==> src/shared/bbsr_pkg.sv <==
/*
  bbsr_pkg: register offsets, field positions, reset values, timing and
  carrier types of the baseband status and programming register bank.
  assumes a 20 MHz clock and a host port that presents decoded single-cycle
  read and write strobes with an 8-bit register address.
*/
package bbsr_pkg;
  localparam logic [7:0]  ADDR_ADC    = 8'hb4;
  localparam logic [7:0]  ADDR_STATUS = 8'hc6;
  localparam logic [7:0]  ADDR_PROG   = 8'hc8;
  localparam logic [7:0]  ADDR_TONE   = 8'hcc;
  localparam logic [7:0]  ADDR_RXDATA = 8'hc5;
  localparam int          BIT_IRQ     = 15;
  localparam int          BIT_SELC    = 13;
  localparam int          BIT_CTC     = 11;
  localparam int          BIT_DCS     = 10;
  localparam int          BIT_ADCH    = 9;
  localparam int          BIT_ADCL    = 8;
  localparam int          BIT_TXEND   = 7;
  localparam int          BIT_XFER    = 6;
  localparam int          BIT_RATE_LO = 3;
  localparam int          BIT_SYNC_LO = 1;
  localparam int          BIT_PROG    = 0;
  localparam logic [15:0] STATUS_RST  = 16'h0001;
  localparam logic [15:0] STATUS_USED = 16'hafdf;
  localparam int          CLK_HZ      = 20_000_000;
  localparam int          PROG_TIME_NS = 250_000;
  localparam int          PROG_CYCLES  = (PROG_TIME_NS / 1000) * (CLK_HZ / 1_000_000);
  localparam int          BLK_WORDS   = 19;
  localparam logic [2:0]  BLK_SEL0    = 3'b100;
  localparam logic [2:0]  BLK_SEL1    = 3'b101;
  localparam logic [2:0]  BLK_SEL2    = 3'b110;

  typedef enum logic [2:0] {
    BBSR_BLK0, BBSR_BLK1, BBSR_BLK2, BBSR_BLK4, BBSR_BLKX
  } bbsr_blk_t;

  // events from the modem, tone and adc datapaths
  typedef struct packed {
    logic       tx_mode;
    logic       adc_valid;
    logic [7:0] adc_value;
    logic       adc_above;
    logic       adc_below;
    logic       tx_last_done;
    logic       xfer_req;
    logic       sync_valid;
    logic [1:0] sync_rate;
    logic [1:0] sync_pattern;
    logic       rx_byte_valid;
    logic [7:0] rx_byte;
    logic       rx_check_ok;
    logic       ctcss_en;
    logic       dcs_en;
    logic       selcall_en;
    logic [5:0] ctcss_code;
    logic [2:0] subaudio_code;
    logic [4:0] selcall_code;
  } bbsr_evt_t;

  // one decoded programming word
  typedef struct packed {
    logic       valid;
    bbsr_blk_t  block;
    logic [4:0] index;
    logic [13:0] data;
  } bbsr_prog_t;
endpackage : bbsr_pkg

==> src/hw/bbsr_prog_port.sv <==
/*
  bbsr_prog_port: decodes programming words into block, index and data,
  and paces the ready flag. assumes the host follows the ready flag.
*/
module bbsr_prog_port
  import bbsr_pkg::*;
(
  // clock and reset
  input  wire logic        clk,
  input  wire logic        rst,
  // host write
  input  wire logic        wr_stb,
  input  wire logic [15:0] wr_data,
  // decoded output
  output bbsr_prog_t       prog_word,
  output logic             prog_ready
);
  localparam logic [13:0] PROG_CNT = 14'(PROG_CYCLES);

  logic [13:0] cnt_q, cnt_d;
  logic        rdy_q, rdy_d;
  bbsr_prog_t  word_q, word_d;
  bbsr_blk_t   blk_q, blk_d;
  logic [4:0]  idx_q, idx_d;

  always_comb begin
    bbsr_blk_t  sel;
    logic [4:0] idx;
    sel = BBSR_BLKX;
    idx = idx_q;
    cnt_d = cnt_q;
    rdy_d = rdy_q;
    blk_d = blk_q;
    word_d = word_q;
    word_d.valid = 1'b0;
    if (!wr_data[14]) begin
      sel = BBSR_BLK4;
    end else begin
      case (wr_data[14:12])
        BLK_SEL0: sel = BBSR_BLK0;
        BLK_SEL1: sel = BBSR_BLK1;
        BLK_SEL2: sel = BBSR_BLK2;
        default:  sel = BBSR_BLKX;
      endcase
    end
    if (wr_stb) begin
      rdy_d = 1'b0;
      cnt_d = PROG_CNT;
      idx = wr_data[15] ? 5'd0 : ((idx_q < 5'(BLK_WORDS - 1)) ? idx_q + 5'd1 : idx_q);
      blk_d = sel;
      idx_d = idx;
      word_d.valid = (sel != BBSR_BLKX);
      word_d.block = sel;
      word_d.index = idx;
      word_d.data = (sel == BBSR_BLK4) ? wr_data[13:0] : {2'b00, wr_data[11:0]};
    end else begin
      idx_d = idx_q;
      if (!rdy_q) begin
        if (cnt_q <= 14'd1) begin
          rdy_d = 1'b1;
        end else begin
          cnt_d = cnt_q - 14'd1;
        end
      end
    end
  end

  always_ff @(posedge clk) begin
    if (rst) begin
      cnt_q <= '0;
      rdy_q <= 1'b1;
      blk_q <= BBSR_BLKX;
      idx_q <= '0;
      word_q <= '0;
    end else begin
      cnt_q <= cnt_d;
      rdy_q <= rdy_d;
      blk_q <= blk_d;
      idx_q <= idx_d;
      word_q <= word_d;
    end
  end

  assign prog_word = word_q;
  assign prog_ready = rdy_q;

  ready_back_a: assert property (@(posedge clk) disable iff (rst)
    wr_stb |=> !prog_ready [*8]) else $error("ready returned too early");
  prog_clear_a: assert property (@(posedge clk) disable iff (rst)
    wr_stb |=> !prog_ready) else $error("ready not cleared");
  resv_block_a: assert property (@(posedge clk) disable iff (rst)
    (wr_stb && wr_data[14:12] == 3'b111) |=> !prog_word.valid)
    else $error("reserved block forwarded");
  prog_write_c: cover property (@(posedge clk) disable iff (rst) wr_stb ##1 prog_word.valid);
endmodule : bbsr_prog_port

==> src/hw/bbsr_regs.sv <==
/*
  bbsr_regs: host status and programming register bank; status word,
  interrupt request, aux adc result, receive data and tone status.
  assumes the host port delivers one-cycle rd_stb and wr_stb with an
  8-bit address, and that datapath events arrive on the same clock.
*/
module bbsr_regs
  import bbsr_pkg::*;
(
  // clock and reset
  input  wire logic        clk,
  input  wire logic        rst,
  // host register port
  input  wire logic [7:0]  addr,
  input  wire logic        rd_stb,
  input  wire logic        wr_stb,
  input  wire logic [15:0] wr_data,
  output logic [15:0]      rd_data,
  // interrupt mask from mask register
  input  wire logic [15:0] irq_mask,
  // datapath events
  input  bbsr_evt_t        evt,
  // programming output
  output bbsr_prog_t       prog_word,
  // interrupt
  output logic             interrupt_request_n
);
  logic [15:0] status_q, status_d;
  logic [7:0]  adc_q, adc_d;
  logic [15:0] rxw_q, rxw_d;
  logic [15:0] tone_q, tone_d;
  logic [15:0] rdat_q, rdat_d;
  logic        irq_q, irq_d;
  logic        prog_ready;
  logic        prog_wr;
  logic        stat_rd;
  logic [15:0] set_v;
  logic [15:0] tone_n;

  assign prog_wr = wr_stb && (addr == ADDR_PROG);
  assign stat_rd = rd_stb && (addr == ADDR_STATUS);

  bbsr_prog_port u_prog (
    .clk        (clk),
    .rst        (rst),
    .wr_stb     (prog_wr),
    .wr_data    (wr_data),
    .prog_word  (prog_word),
    .prog_ready (prog_ready)
  );

  // tone word next value
  always_comb begin
    tone_n = '0;
    if (!evt.tx_mode) begin
      if (evt.selcall_en) begin
        tone_n[15:11] = evt.selcall_code;
      end
      if (evt.dcs_en && evt.subaudio_code != 3'b000) begin
        tone_n[10:8] = evt.subaudio_code;
      end else if (evt.ctcss_en) begin
        tone_n[5:0] = evt.ctcss_code;
      end
    end
  end

  // status set sources
  always_comb begin
    set_v = '0;
    if (!evt.tx_mode) begin
      set_v[BIT_SELC] = tone_n[15:11] != tone_q[15:11];
      set_v[BIT_CTC]  = tone_n[5:0] != tone_q[5:0];
      set_v[BIT_DCS]  = tone_n[10:8] != tone_q[10:8];
    end
    set_v[BIT_ADCH] = evt.adc_valid && evt.adc_above;
    set_v[BIT_ADCL] = evt.adc_valid && evt.adc_below;
    // end of transmission only in transmit
    set_v[BIT_TXEND] = evt.tx_mode && evt.tx_last_done;
    set_v[BIT_XFER] = evt.tx_mode ? evt.xfer_req : evt.rx_byte_valid;
    if (evt.sync_valid && !evt.tx_mode) begin
      set_v[4:3] = evt.sync_rate;
      set_v[2:1] = evt.sync_pattern;
    end
  end

  always_comb begin
    logic [15:0] nxt;
    nxt = status_q;
    if (stat_rd) begin
      nxt[15:1] = '0;
    end
    nxt[15:1] = nxt[15:1] | set_v[15:1];
    if (evt.tx_mode) begin
      nxt[BIT_SELC] = 1'b0;
      nxt[BIT_CTC] = 1'b0;
      nxt[BIT_DCS] = 1'b0;
    end else begin
      nxt[BIT_TXEND] = 1'b0;
    end
    // ready flag follows programming port only
    nxt[BIT_PROG] = prog_ready;
    if (|((nxt[14:0] ^ status_q[14:0]) & nxt[14:0] & irq_mask[14:0] & STATUS_USED[14:0])) begin
      nxt[BIT_IRQ] = 1'b1;
    end
    status_d = nxt & STATUS_USED;
    // request pin gated by global mask
    irq_d = status_d[BIT_IRQ] && irq_mask[BIT_IRQ];
    adc_d = evt.adc_valid ? evt.adc_value : adc_q;
    // receive byte overwrite and check flag
    rxw_d = rxw_q;
    if (evt.rx_byte_valid) begin
      rxw_d = {6'b00_0000, evt.rx_check_ok, 1'b0, evt.rx_byte};
    end
    tone_d = tone_n;
    case (addr)
      ADDR_ADC:    rdat_d = {8'h00, adc_q};
      ADDR_STATUS: rdat_d = status_q;
      ADDR_TONE:   rdat_d = tone_q;
      ADDR_RXDATA: rdat_d = rxw_q;
      default:     rdat_d = '0;
    endcase
    if (!rd_stb) begin
      rdat_d = rdat_q;
    end
  end

  always_ff @(posedge clk) begin
    if (rst) begin
      status_q <= STATUS_RST;
      adc_q <= '0;
      rxw_q <= '0;
      tone_q <= '0;
      rdat_q <= '0;
      irq_q <= 1'b0;
    end else begin
      status_q <= status_d;
      adc_q <= adc_d;
      rxw_q <= rxw_d;
      tone_q <= tone_d;
      rdat_q <= rdat_d;
      irq_q <= irq_d;
    end
  end

  assign rd_data = rdat_q;
  assign interrupt_request_n = !irq_q;

  irq_pin_a: assert property (@(posedge clk) disable iff (rst)
    interrupt_request_n == !(status_q[BIT_IRQ] && $past(irq_mask[BIT_IRQ])))
    else $error("request pin mismatch");
  read_clear_a: assert property (@(posedge clk) disable iff (rst)
    (stat_rd && set_v == '0) |=> status_q[15:1] == '0 || $past(irq_mask) != '0)
    else $error("status not cleared");
  prog_flag_a: assert property (@(posedge clk) disable iff (rst)
    status_q[BIT_PROG] == $past(prog_ready)) else $error("ready flag mismatch");
  tx_tone_a: assert property (@(posedge clk) disable iff (rst)
    evt.tx_mode |=> tone_q == '0 && status_q[13] == 1'b0) else $error("tone in transmit");
  adc_latch_a: assert property (@(posedge clk) disable iff (rst)
    evt.adc_valid |=> adc_q == $past(evt.adc_value)) else $error("adc not latched");
  set_wins_a: assert property (@(posedge clk) disable iff (rst)
    (stat_rd && set_v[BIT_XFER]) |=> status_q[BIT_XFER]) else $error("event lost");
  rx_byte_a: assert property (@(posedge clk) disable iff (rst)
    evt.rx_byte_valid |=> rxw_q[7:0] == $past(evt.rx_byte)) else $error("rx byte lost");
  masked_irq_a: assert property (@(posedge clk) disable iff (rst)
    (irq_mask[BIT_ADCH] && set_v[BIT_ADCH] && !status_q[BIT_ADCH]) |=> status_q[BIT_IRQ])
    else $error("irq not set");

  irq_c: cover property (@(posedge clk) disable iff (rst) !interrupt_request_n);
  rd_clear_c: cover property (@(posedge clk) disable iff (rst) stat_rd && status_q[15]);
  tone_c: cover property (@(posedge clk) disable iff (rst) set_v[BIT_CTC]);
endmodule : bbsr_regs

==> config.mk <==
export PLATFORM = sky130hd
export DESIGN_NAME = bbsr_regs
export DESIGN_NICKNAME = d
export VERILOG_FILES = /design/src/shared/bbsr_pkg.sv /design/src/hw/bbsr_prog_port.sv /design/src/hw/bbsr_regs.sv
export SDC_FILE = /design/constraint.sdc
export NUM_CORES = 1
export LEC_CHECK = 0
export ABC_AREA = 1
export BUFFER_PORTS_ARGS = -buffer_cell sky130_fd_sc_hd__buf_4
export CAP_MARGIN = 20
export CORE_UTILIZATION = 25
export DETAILED_ROUTE_END_ITERATION = 12
export PLACE_DENSITY = 0.43
export RECOVER_POWER = 100
export SYNTH_ARGS = -nofsm -noshare
export SYNTH_HDL_FRONTEND = slang
export SYNTH_SLANG_ARGS = --single-unit
==> constraint.sdc <==
create_clock -name clk -period 4.6 [get_ports clk]
set_input_delay 0.69 -clock clk [delete_from_list [all_inputs] [get_ports clk]]
set_output_delay 0.69 -clock clk [all_outputs]
set_load 0.005 [all_outputs]
# --- After elaboration in Yosys (flattened, before gate mapping) ---
# Index checks and enable logic that the tools add are counted.
totals:
  ff_bits: 101
  output_inout_bits: 40
  input_bits: 90
  wordCells: 85
op_classes:
  reduce_logical: 18
  n_addsub: 2
  bitwise_logic: 7
  order_cmp: 2
  n_eq_ne: 15
  mux: 27
ops:
  columns: ["operator", "n"]
  rows:
  - ["case mux 16 bit (4 select lines)", 1]
  - ["== test 8 bit, second input constant", 5]
  - ["2-to-1 mux 13 bit", 3]
  - ["AND 14 bit", 2]
  - ["2-to-1 mux 6 bit", 3]
  - ["2-to-1 mux 15 bit", 1]
  - ["2-to-1 mux 5 bit", 3]
  - ["OR 15 x 13 -> 15 bit", 1]
  - ["less-or-equal comparator 14 x 1 -> 1 bit, second input constant", 1]
  - ["2-to-1 mux 14 bit", 1]
  - ["subtractor 14 x 1 -> 14 bit, second input constant", 1]
  - ["XOR 14 bit", 1]
  - ["OR reduction 12 bit", 1]
  - ["== test 3 bit, second input constant", 3]
  - ["case mux 3 bit (3 select lines)", 1]
  - ["logical AND 1 bit", 8]
  - ["2-to-1 mux 1 bit", 8]
  - ["2-to-1 mux 8 bit", 1]
  - ["2-to-1 mux 3 bit", 2]
  - ["inequality test 6 bit", 1]
  - ["AND reduction 2 bit", 3]
  - ["adder 5 x 1 -> 5 bit, second input constant", 1]
  - ["less-than comparator 5 bit, second input constant", 1]
  - ["inequality test 5 bit", 1]
  - ["other kinds (11)", 17]

# --- Longest topological paths before layout ---
# Gate-level depths: netlist (run 1).
logic_depth:
  ltp_word: 14
  ltp_mapped: 13
  ltp_nobuf: 13

# --- Modules after synthesis ---
# From an unflattened synthesis (run 1), not the netlist that was laid out.
unflattened:
  cells_unflattened: 688
  hier_area_um2: 4695.8
modules_own_cells:
  columns: ["mod", "area_per_inst_um2", "instances", "seq_area_each_um2", "cells_each"]
  rows:
  - ["bbsr_regs", 2952.8, 1, 1221.2, 456]
  - ["bbsr_prog_port", 1742.9, 1, 760.7, 232]

# --- Worst setup path before layout (run 1) ---
# OpenSTA, ideal clock, no wires.
synth_path:
  kind: "input -> register"
  startpoint: "in addr[3]"
  endpoint: "reg irq_q"
  setup_slack_ns: 2.842
  t_required_ns: 4.483
  arrival_ns: 1.641
  setup_ns: 0.117
  path_stages: 11
  cell_sequence: "inv_1 -> nand2_1 -> nor2_1 -> nand3_1 -> buf_4 -> nand2_1 -> nand3_1 -> nor2_1 -> nand3_1 -> nand2_1 -> a21oi_1"
synth_between:
  elab_chain_cells: 11
synth_lines:
  columns: ["item", "line", "source"]
  rows:
  - ["start, declared", "bbsr_regs.sv:14", "input wire logic [7:0] addr,"]
  - ["== test 8 bit (*)", "bbsr_regs.sv:41", "assign stat_rd = rd_stb && (addr == ADDR_STATUS);"]
  - ["logical AND 1 bit (*)", "bbsr_regs.sv:41", null]
  - ["2-to-1 mux 15 bit (*)", "bbsr_regs.sv:89", "if (stat_rd) begin"]
  - ["OR 15 x 13 -> 15 bit (*)", "bbsr_regs.sv:92", "nxt[15:1] = nxt[15:1] | set_v[15:1];"]
  - ["2-to-1 mux 1 bit / 2-to-1 mux 2 bit (equally long branches)", "bbsr_regs.sv:93", "if (evt.tx_mode) begin"]
  - ["XOR 14 bit", "bbsr_regs.sv:102", "if (|((nxt[14:0] ^ status_q[14:0]) & nxt[14:0] & irq_mask[14:0] & STATUS_USED[14:0])) begin"]
  - ["AND 14 bit (2 in series)", "bbsr_regs.sv:102", null]
  - ["OR reduction 12 bit", "bbsr_regs.sv:102", null]
  - ["2-to-1 mux 1 bit (*)", "bbsr_regs.sv:102", null]
  - ["logical AND 1 bit (*)", "bbsr_regs.sv:107", "irq_d = status_d[BIT_IRQ] && irq_mask[BIT_IRQ];"]
  - ["end signal, assigned", "bbsr_regs.sv:141", "irq_q <= irq_d;"]
  - ["end, declared", "bbsr_regs.sv:33", "logic irq_q, irq_d;"]
# Mark *: on every way between the ends. The rest lies on a longest branch, timed or not.
# A chain may end at the register's enable or synchronous reset.

# --- Final worst setup path (run 1) ---
layout_path:
  startpoint: "in rst"
  endpoint: "reg u_prog.cnt_q[6]"
layout_between:
  elab_chain_cells: 1
layout_lines:
  columns: ["item", "line", "source"]
  rows:
  - ["start, declared", "bbsr_regs.sv:12", "input wire logic rst,"]
  - ["OR reduction 2 bit (no source line)", null, null]
  - ["end signal, assigned", "bbsr_prog_port.sv:76", "cnt_q <= cnt_d;"]
  - ["end, declared", "bbsr_prog_port.sv:20", "logic [13:0] cnt_q, cnt_d;"]
# Every way passes these cells.

==> flow_metrics.env, run 1 <==
export IMPL_powerDensity_nw_per_um2=305.8
export IMPL_vias_per_cell=4.535
export IMPL_synth_seq_area_share=0.4404
export IMPL_clk_pin_slew_worst_paths_ns=0.07
export IMPL_synth_area_per_cell_um2=6.850
export IMPL_maxCapViolations=1
export IMPL_synthTopCellsByCount="155 x nand2_1, 99 x dfxtp_1, 90 x inv_1, 85 x nor2_1, 48 x nand3_1"
export IMPL_ys_async_sr_fraction=0
export IMPL_cts_tree="done"
export IMPL_drc=0
export IMPL_netlist_area_um2=4501
export IMPL_max_stage_delay_ns=1.61
export IMPL_cts_setup_buffers=0
export IMPL_grt_max_degree=46
export IMPL_seq_area_um2=1982
export IMPL_firstDrtPassIters=5
export IMPL_cts_made_buffers=9
export IMPL_track_usage=0.1543
export IMPL_fillCellCount=1922
export IMPL_tns_ns=0
export IMPL_cp_arrival_ns=3.48
export IMPL_hold_buffers=0
export IMPL_cp_depth=5
export IMPL_yosys_warnings=0
export IMPL_synth_top_area_cell="dfxtp_1"
export IMPL_gr_total_overflow=0
export IMPL_final_antenna_net_count=0
export IMPL_layout_cells_non_filler=1003
export IMPL_endpoint_kind="flop"
export IMPL_fin_nets=866
export IMPL_drive_above_1_share=0.1787
export IMPL_syn_to_final_growth_pct=30.55
export IMPL_final_util=0.3374
export IMPL_drv_slew=46
export IMPL_cts_sinks=99
export IMPL_die_y_um=136.2
export IMPL_cts_buffer_depth=2
export IMPL_synth_main_ff_cell="dfxtp_1"
export IMPL_n_antenna_cell=0
export IMPL_p_leak_nw=2.730
export IMPL_worstSetupPathType="in -> reg"
export IMPL_die_area_um2=18540
export IMPL_fp_coreArea_um2=17420
export IMPL_placementRows=48
export IMPL_clk_latency_ns=0.35
export IMPL_min_path_type="reg -> reg"
export IMPL_htree_num_levels=3
export IMPL_cp_cell_sequence="clkbuf_1, nor2_2, inv_1, a21oi_1, o21a_1"
export IMPL_finalCritPeriodShare=0.7018
export IMPL_syn_nets=750
export IMPL_portBuffers=126
export IMPL_netlist_top_cells_area="dfxtp_1 44%, nand2_1 13%, inv_1 7.5%"
export IMPL_vdd_ir_drop_max_mv=0.1789
export IMPL_wl_mm=14.02
export IMPL_synth_most_common_cell="nand2_1"
export IMPL_rsz0062_at_grt="no"
export IMPL_cp_buffers_inverters=2
export IMPL_outcome="finished with violations"
export IMPL_dp_final_hpwl_mm=10.45
export IMPL_min_period_ns=3.228
export IMPL_grt_pass1_wl_mm=21.74
export IMPL_failed_checks="max-capacitance violations, max-slew violations"
export IMPL_dp_cells=987
export IMPL_synth_seq_cells=99
export IMPL_wl_per_cell_um=13.98
export IMPL_gp_congestion=0.7811
export IMPL_critical_path_required_ns=4.85
export IMPL_ys_types=34
export IMPL_critPathMaxFanout=45
export IMPL_cts_resized=0
export IMPL_worst_pin_slew_ns=2.324
export IMPL_dr_first_iter_drc_count=209
export IMPL_synth_top_area_share=0.4404
export IMPL_vias=4549
export IMPL_rrSetupSlack_ns=2.72
export IMPL_finClkSkew_ns=0.009279
export IMPL_setup_violations_final=0
export IMPL_relSlewSlack=-0.5496
export IMPL_io_pins=130
export IMPL_slowest_stage="clkbuf_1"
export IMPL_initial_core_util=0.2584
export IMPL_start_kind="primary input"
export IMPL_grt_pass1_vias=4257
export IMPL_max_freq_mhz=309.8
export IMPL_final_hold_viol_count=0
export IMPL_cts_root_buffer="clkbuf_16"
export IMPL_crit_family="buffers and inverters"
export IMPL_whs_path_depth=2
export IMPL_rr_worst_depth=12
export IMPL_die_w_um=136.2
export IMPL_antenna_found_initial=0
export IMPL_synth_edf_count=0
export IMPL_postSynthCellCount=657
export IMPL_multi_input_area_um2=2072
[area by class of cell]
type	instances	share of cell area
clock inverters	6	0.008518
inverters	92	0.05877
flip-flops and latches	99	0.3373
repair buffers	127	0.1559
multi-input cells	444	0.3526
well taps	225	0.04791
clock buffers	10	0.03897
[final timing paths]
kind,startpoint,end
min,u_prog.prog_word[2]$_SDFFE_PP0P_,u_prog.prog_word[2]$_SDFFE_PP0P_
max,rst,u_prog.cnt_q[6]$_SDFFE_PP0P_
max reg2reg,u_prog.cnt_q[0]$_SDFFE_PP0P_,u_prog.cnt_q[5]$_SDFFE_PP0P_
min reg2reg,u_prog.prog_word[2]$_SDFFE_PP0P_,u_prog.prog_word[2]$_SDFFE_PP0P_
[layer usage]
metal  share of wire  track usage  wire length [um]
met5               0            0                 0
met4           0.012      0.04259               165
met3           0.063      0.04362               887
met2            0.45       0.2487              6266
met1            0.48       0.1997              6701
[state kept, by name (all words and copies together), names as in the netlist]
name,flops
u_prog.prog_ready,1
u_prog.prog_word,23
rd_data,16
adc_q,8
rxw_q,9
tone_q,14
status_q,13
irq_q,1
u_prog.cnt_q,14
[worst min-delay path: stages (launching register included)]
cell     delay [ns]
dfxtp_1        0.31
nand2_1        0.06
nand2_1        0.04
[where the power goes]
group	internal, mW	total, mW	switching [mW]
registers	0.878	0.888	0.00963
logic	0.0790	0.177	0.0980
clock network	0.372	0.732	0.360
total	1.33	1.80	0.467
[stage by stage]
step / cell area (um^2) / hold slack, ns / worst slack, ns / power [mW]
final: 5876 / 0.4478 / 1.372 / 1.797
after global placement: 5634 / 0.4297 / 1.667 / 1.083
after floorplan: 4501 / 0.4283 / 2.842 / 0.9928
after detailed placement: 5634 / 0.4387 / 1.677 / 1.086
after global routing: 5876 / 0.4700 / 0.9866 / 1.881
after CTS: 5913 / 0.4536 / 2.053 / 1.828
[cell usage in the layout, fill, tap and decap left out, drive strengths merged, types with 6 or more instances in the layout]
cell    netlist  layout
a21oi        46      46
a22oi         6       6
buf          10      86
clkbuf       12      51
dfxtp        99      99
inv          92      93
nand2       156     156
nand3        48      48
nand4        15      15
nor2         88      88
nor3          9       9
o21ai        39      39
o22ai        10      10
[logic make-up (layout without fill, tap and decap cells)]
family          after synthesis  count (layout)  synth area share
buf+inv                     114             235           0.09925
flops                        99              99            0.4404
fa+ha+maj                     3               3          0.008341
compound gates              111             111            0.1359
xor+xnor                      5               5          0.009730
simple gates                325             325            0.3064
Power figures use the tool's default switching activity.
==> run 2: changes to the inputs <==
--- a/config.mk
+++ b/config.mk
@@ -5,12 +5,12 @@
 export SDC_FILE = /design/constraint.sdc
 export NUM_CORES = 1
 export LEC_CHECK = 0
-export ABC_AREA = 1
+export ABC_AREA = 0
 export BUFFER_PORTS_ARGS = -buffer_cell sky130_fd_sc_hd__buf_4
 export CAP_MARGIN = 20
 export CORE_UTILIZATION = 25
 export DETAILED_ROUTE_END_ITERATION = 12
-export PLACE_DENSITY = 0.43
+export PLACE_DENSITY = 0.44
 export RECOVER_POWER = 100
 export SYNTH_ARGS = -nofsm -noshare
 export SYNTH_HDL_FRONTEND = slang
==> constraint.sdc (replaced) <==
create_clock -name clk -period 3.3 [get_ports clk]
set_input_delay 0.495 -clock clk [delete_from_list [all_inputs] [get_ports clk]]
set_output_delay 0.495 -clock clk [all_outputs]
set_load 0.005 [all_outputs]
==> run 2 against run 1 <==
The flow now finishes without violations; non-clock buffer count up 5; setup slack worse by 0.59 ns; critical path depth up 3; synthesized cell count down 24%; core utilization down 0.076 points; area after synthesis down 2.5%; routed wire length down 6.9%; cell area down 1.3%; hold slack worse by 0.070 ns; first-iteration DRC count up 4.3%; clock power up 58%.
==> flow_metrics.env, run 2 <==
export IMPL_largest_reg_flops=23
export IMPL_setup_violations_final=0
export IMPL_max_stage_delay_ns=0.60
export IMPL_vias_per_cell=4.713
export IMPL_p_leak_nw=2.291
export IMPL_min_path_type="in -> reg"
export IMPL_netlist_top_cells_area="dfxtp_1 45%, nor2_1 6.1%, nand2_1 4.7%"
export IMPL_synth_seq_cells=99
export IMPL_placementRows=48
export IMPL_switchingPower_uw=615.6
export IMPL_slowest_stage="clkbuf_1"
export IMPL_cts_root_buffer="clkbuf_16"
export IMPL_cts_buffer_depth=2
export IMPL_wl_per_cell_um=15.38
export IMPL_critPathMaxFanout=14
export IMPL_rr_worst_depth=6
export IMPL_crit_family="simple AND/OR/NAND/NOR gates"
export IMPL_tns_ns=0
export IMPL_outcome="finished, final reports clean"
export IMPL_final_hold_viol_count=0
export IMPL_min_from="evt[13]"
export IMPL_critPathCapture="rd_data[4]$_SDFFE_PP0P_"
export IMPL_hold_buffers=0
export IMPL_cp_cell_sequence="clkbuf_1, or3b_1, nor3_1, clkbuf_1, a311oi_1, nor2_1, a22oi_1, nor2_1"
export IMPL_dp_final_hpwl_mm=9.719
export IMPL_critPathLaunch="addr[4]"
export IMPL_rsz0062_at_grt="no"
export IMPL_gr_usage_met3=0.03041
export IMPL_power_frac_comb=0.092
export IMPL_die_area_um2=18090
export IMPL_synth_seq_area_share=0.4517
export IMPL_endpoint_kind="flop"
export IMPL_ys_types=54
export IMPL_maxCapViolations=0
export IMPL_yosys_warnings=0
export IMPL_p_int_mw=2.036
export IMPL_rrSetupSlack_ns=1.04
export IMPL_die_y_um=134.5
export IMPL_io_pins=130
export IMPL_synthTopCellsByCount="99 x dfxtp_1, 71 x nor2_1, 55 x nand2_1, 33 x a21oi_1, 27 x a22oi_1"
export IMPL_sequentialPowerShare=0.470
export IMPL_final_common_cell="dfxtp_1"
export IMPL_gr_total_overflow=0
export IMPL_die_w_um=134.5
export IMPL_grt_pass1_wl_mm=20.43
export IMPL_synth_main_ff_cell="dfxtp_1"
export IMPL_grt_use_met2=0.2360
export IMPL_finalCritPeriodShare=0.7626
export IMPL_cts_setup_buffers=0
export IMPL_final_antenna_net_count=0
export IMPL_busiest_layer="met2"
export IMPL_synth_most_common_cell="dfxtp_1"
export IMPL_gp_congestion=0.7708
export IMPL_swShare=0.2322
export IMPL_cp_depth=8
export IMPL_cts_tree="done"
export IMPL_cp_arrival_ns=2.80
export IMPL_vias=4001
export IMPL_fin_nets=712
export IMPL_max_freq_mhz=397.4
export IMPL_use_met1=0.1982
export IMPL_final_util=0.3366
export IMPL_fin_ws_ns=0.7834
export IMPL_ys_async_sr_fraction=0
export IMPL_grt_max_degree=53
export IMPL_wl_mm=13.06
export IMPL_synth_area_per_cell_um2=8.776
export IMPL_clockPowerShare=0.438
export IMPL_clk_latency_ns=0.35
export IMPL_powerDensity_nw_per_um2=457.0
export IMPL_synth_edf_count=0
export IMPL_fp_coreArea_um2=17240
export IMPL_cts_made_buffers=9
export IMPL_drc=0
export IMPL_syn_to_final_growth_pct=32.22
export IMPL_portBuffers=126
export IMPL_firstDrtPassIters=4
export IMPL_synth_top_area_cell="dfxtp_1"
export IMPL_grt_pass1_vias=3847
export IMPL_start_kind="primary input"
export IMPL_worst_pin_slew_ns=0.9897
export IMPL_post_place_ws_ns=0.9688
export IMPL_track_usage=0.1487
export IMPL_syn_nets=593
export IMPL_clk_pin_slew_worst_paths_ns=0.07
export IMPL_postSynthCellCount=500
export IMPL_netlist_area_um2=4388
export IMPL_critical_path_required_ns=3.58
export IMPL_initial_core_util=0.2546
export IMPL_worstSetupPathType="in -> reg"
export IMPL_cts_sinks=99
export IMPL_relSlewSlack=0.3402
export IMPL_r2r_start="u_prog.cnt_q[10]$_SDFFE_PP0P_"
export IMPL_dr_first_iter_drc_count=218
export IMPL_antenna_found_initial=0
export IMPL_r2r_end="u_prog.cnt_q[2]$_SDFFE_PP0P_"
export IMPL_finClkSkew_ns=0.009296
export IMPL_drv_slew=0
export IMPL_htree_num_levels=3
export IMPL_final_cell_mix="99 x dfxtp_1, 87 x buf_4, 72 x nor2_1"
export IMPL_vdd_ir_drop_max_mv=0.2484
export IMPL_n_antenna_cell=0
export IMPL_cts_resized=0
export IMPL_min_period_ns=2.517
export IMPL_cp_buffers_inverters=2
export IMPL_drive_above_1_share=0.2372
export IMPL_synth_top_area_share=0.4517
==> run 2: changes by cell type in the layout (fill, tap and decap cells not counted), moves of 12 or more <==
| cell | previous run | this run |
|---|---|---|
| a21oi_1 | 46 | 33 |
| a22oi_1 | 6 | 27 |
| inv_1 | 90 | 5 |
| mux2i_1 | 0 | 20 |
| nand2_1 | 155 | 55 |
| nand3_1 | 48 | 9 |
| nand4_1 | 15 | 3 |
| nor2_1 | 85 | 72 |
| o21ai_0 | 38 | 11 |
| xnor2_1 | 0 | 15 |
==> run 2: how the worst min path moves through the flow <==
| stage | to | slack, ns | depth (start not counted) |
|---|---|---|---|
| floorplan | status_q[6]$_SDFF_PP0_ | 0.45 | 2 |
| global placement | u_prog.prog_word[12]$_SDFFE_PP0P_ | 0.44 | 2 |
| detailed placement | u_prog.prog_word[10]$_SDFFE_PP0P_ | 0.45 | 2 |
| CTS | tone_q[1]$_SDFF_PP0_ | 0.36 | 2 |
| global route | tone_q[1]$_SDFF_PP0_ | 0.37 | 2 |
| finish | tone_q[5]$_SDFF_PP0_ | 0.38 | 2 |
==> run 2: cell families (layout without fill, tap and decap cells) <==
group,count (synthesis),in the layout,synth area share
AND/OR/NAND/NOR,219,219,0.2598
AO/OA/AOI/OAI,106,106,0.1617
flip-flops,99,99,0.4517
buffers and inverters,30,154,0.02680
XOR/XNOR,23,23,0.04591
multiplexers,20,20,0.04562
adder cells (fa/ha/maj),3,3,0.008555
==> run 2: power by group through the flow <==
stage          clock network, mW  logic (mW)  registers (mW)
5_1_grt                     1.26       0.269            1.25
6_report                    1.16       0.243            1.25
3_3_place_gp                   0       0.247            1.27
4_1_cts                     1.20       0.250            1.25
3_5_place_dp                   0       0.249            1.27
2_1_floorplan                  0       0.115            1.27
==> run 2: through the flow <==
step | cells | hold WS [ns] | total power, mW | instance area, um^2
floorplan | 500 | 0.4465 | 1.382 | 4388
global placement | 833 | 0.4431 | 1.520 | 5565
detailed placement | 833 | 0.4478 | 1.523 | 5565
CTS | 849 | 0.3613 | 2.695 | 5891
global route | 849 | 0.3659 | 2.775 | 5802
finish | 849 | 0.3782 | 2.651 | 5802
==> run 2: per-layer routing <==
layer,part of all wire,up-vias,routed length (um)
li1,-,2033,-
met1,0.49,1844,6410
met2,0.44,113,5804
met3,0.050,11,654
met4,0.014,0,186
met5,0,-,0
==> run 2: layout make-up <==
type | instances | area, um^2
Sequential cell | 99 | 1982
Fill cell | 1808 | 11430
Inverter | 6 | 22.52
Clock inverter | 6 | 86.33
Tap cell | 225 | 281.5
Multi-Input combinational cell | 371 | 2233
Clock buffer | 10 | 239.0
Timing Repair Buffer | 132 | 957.2
==> run 2: worst reg2reg max path, stage by stage (launching register included) <==
cell and delay, ns:
dfxtp_1 0.34, or3_4 0.40, nor4_1 0.66, a21oi_1 0.33, nand2_1 0.20, xor2_1 0.15
nor2_1 0.05
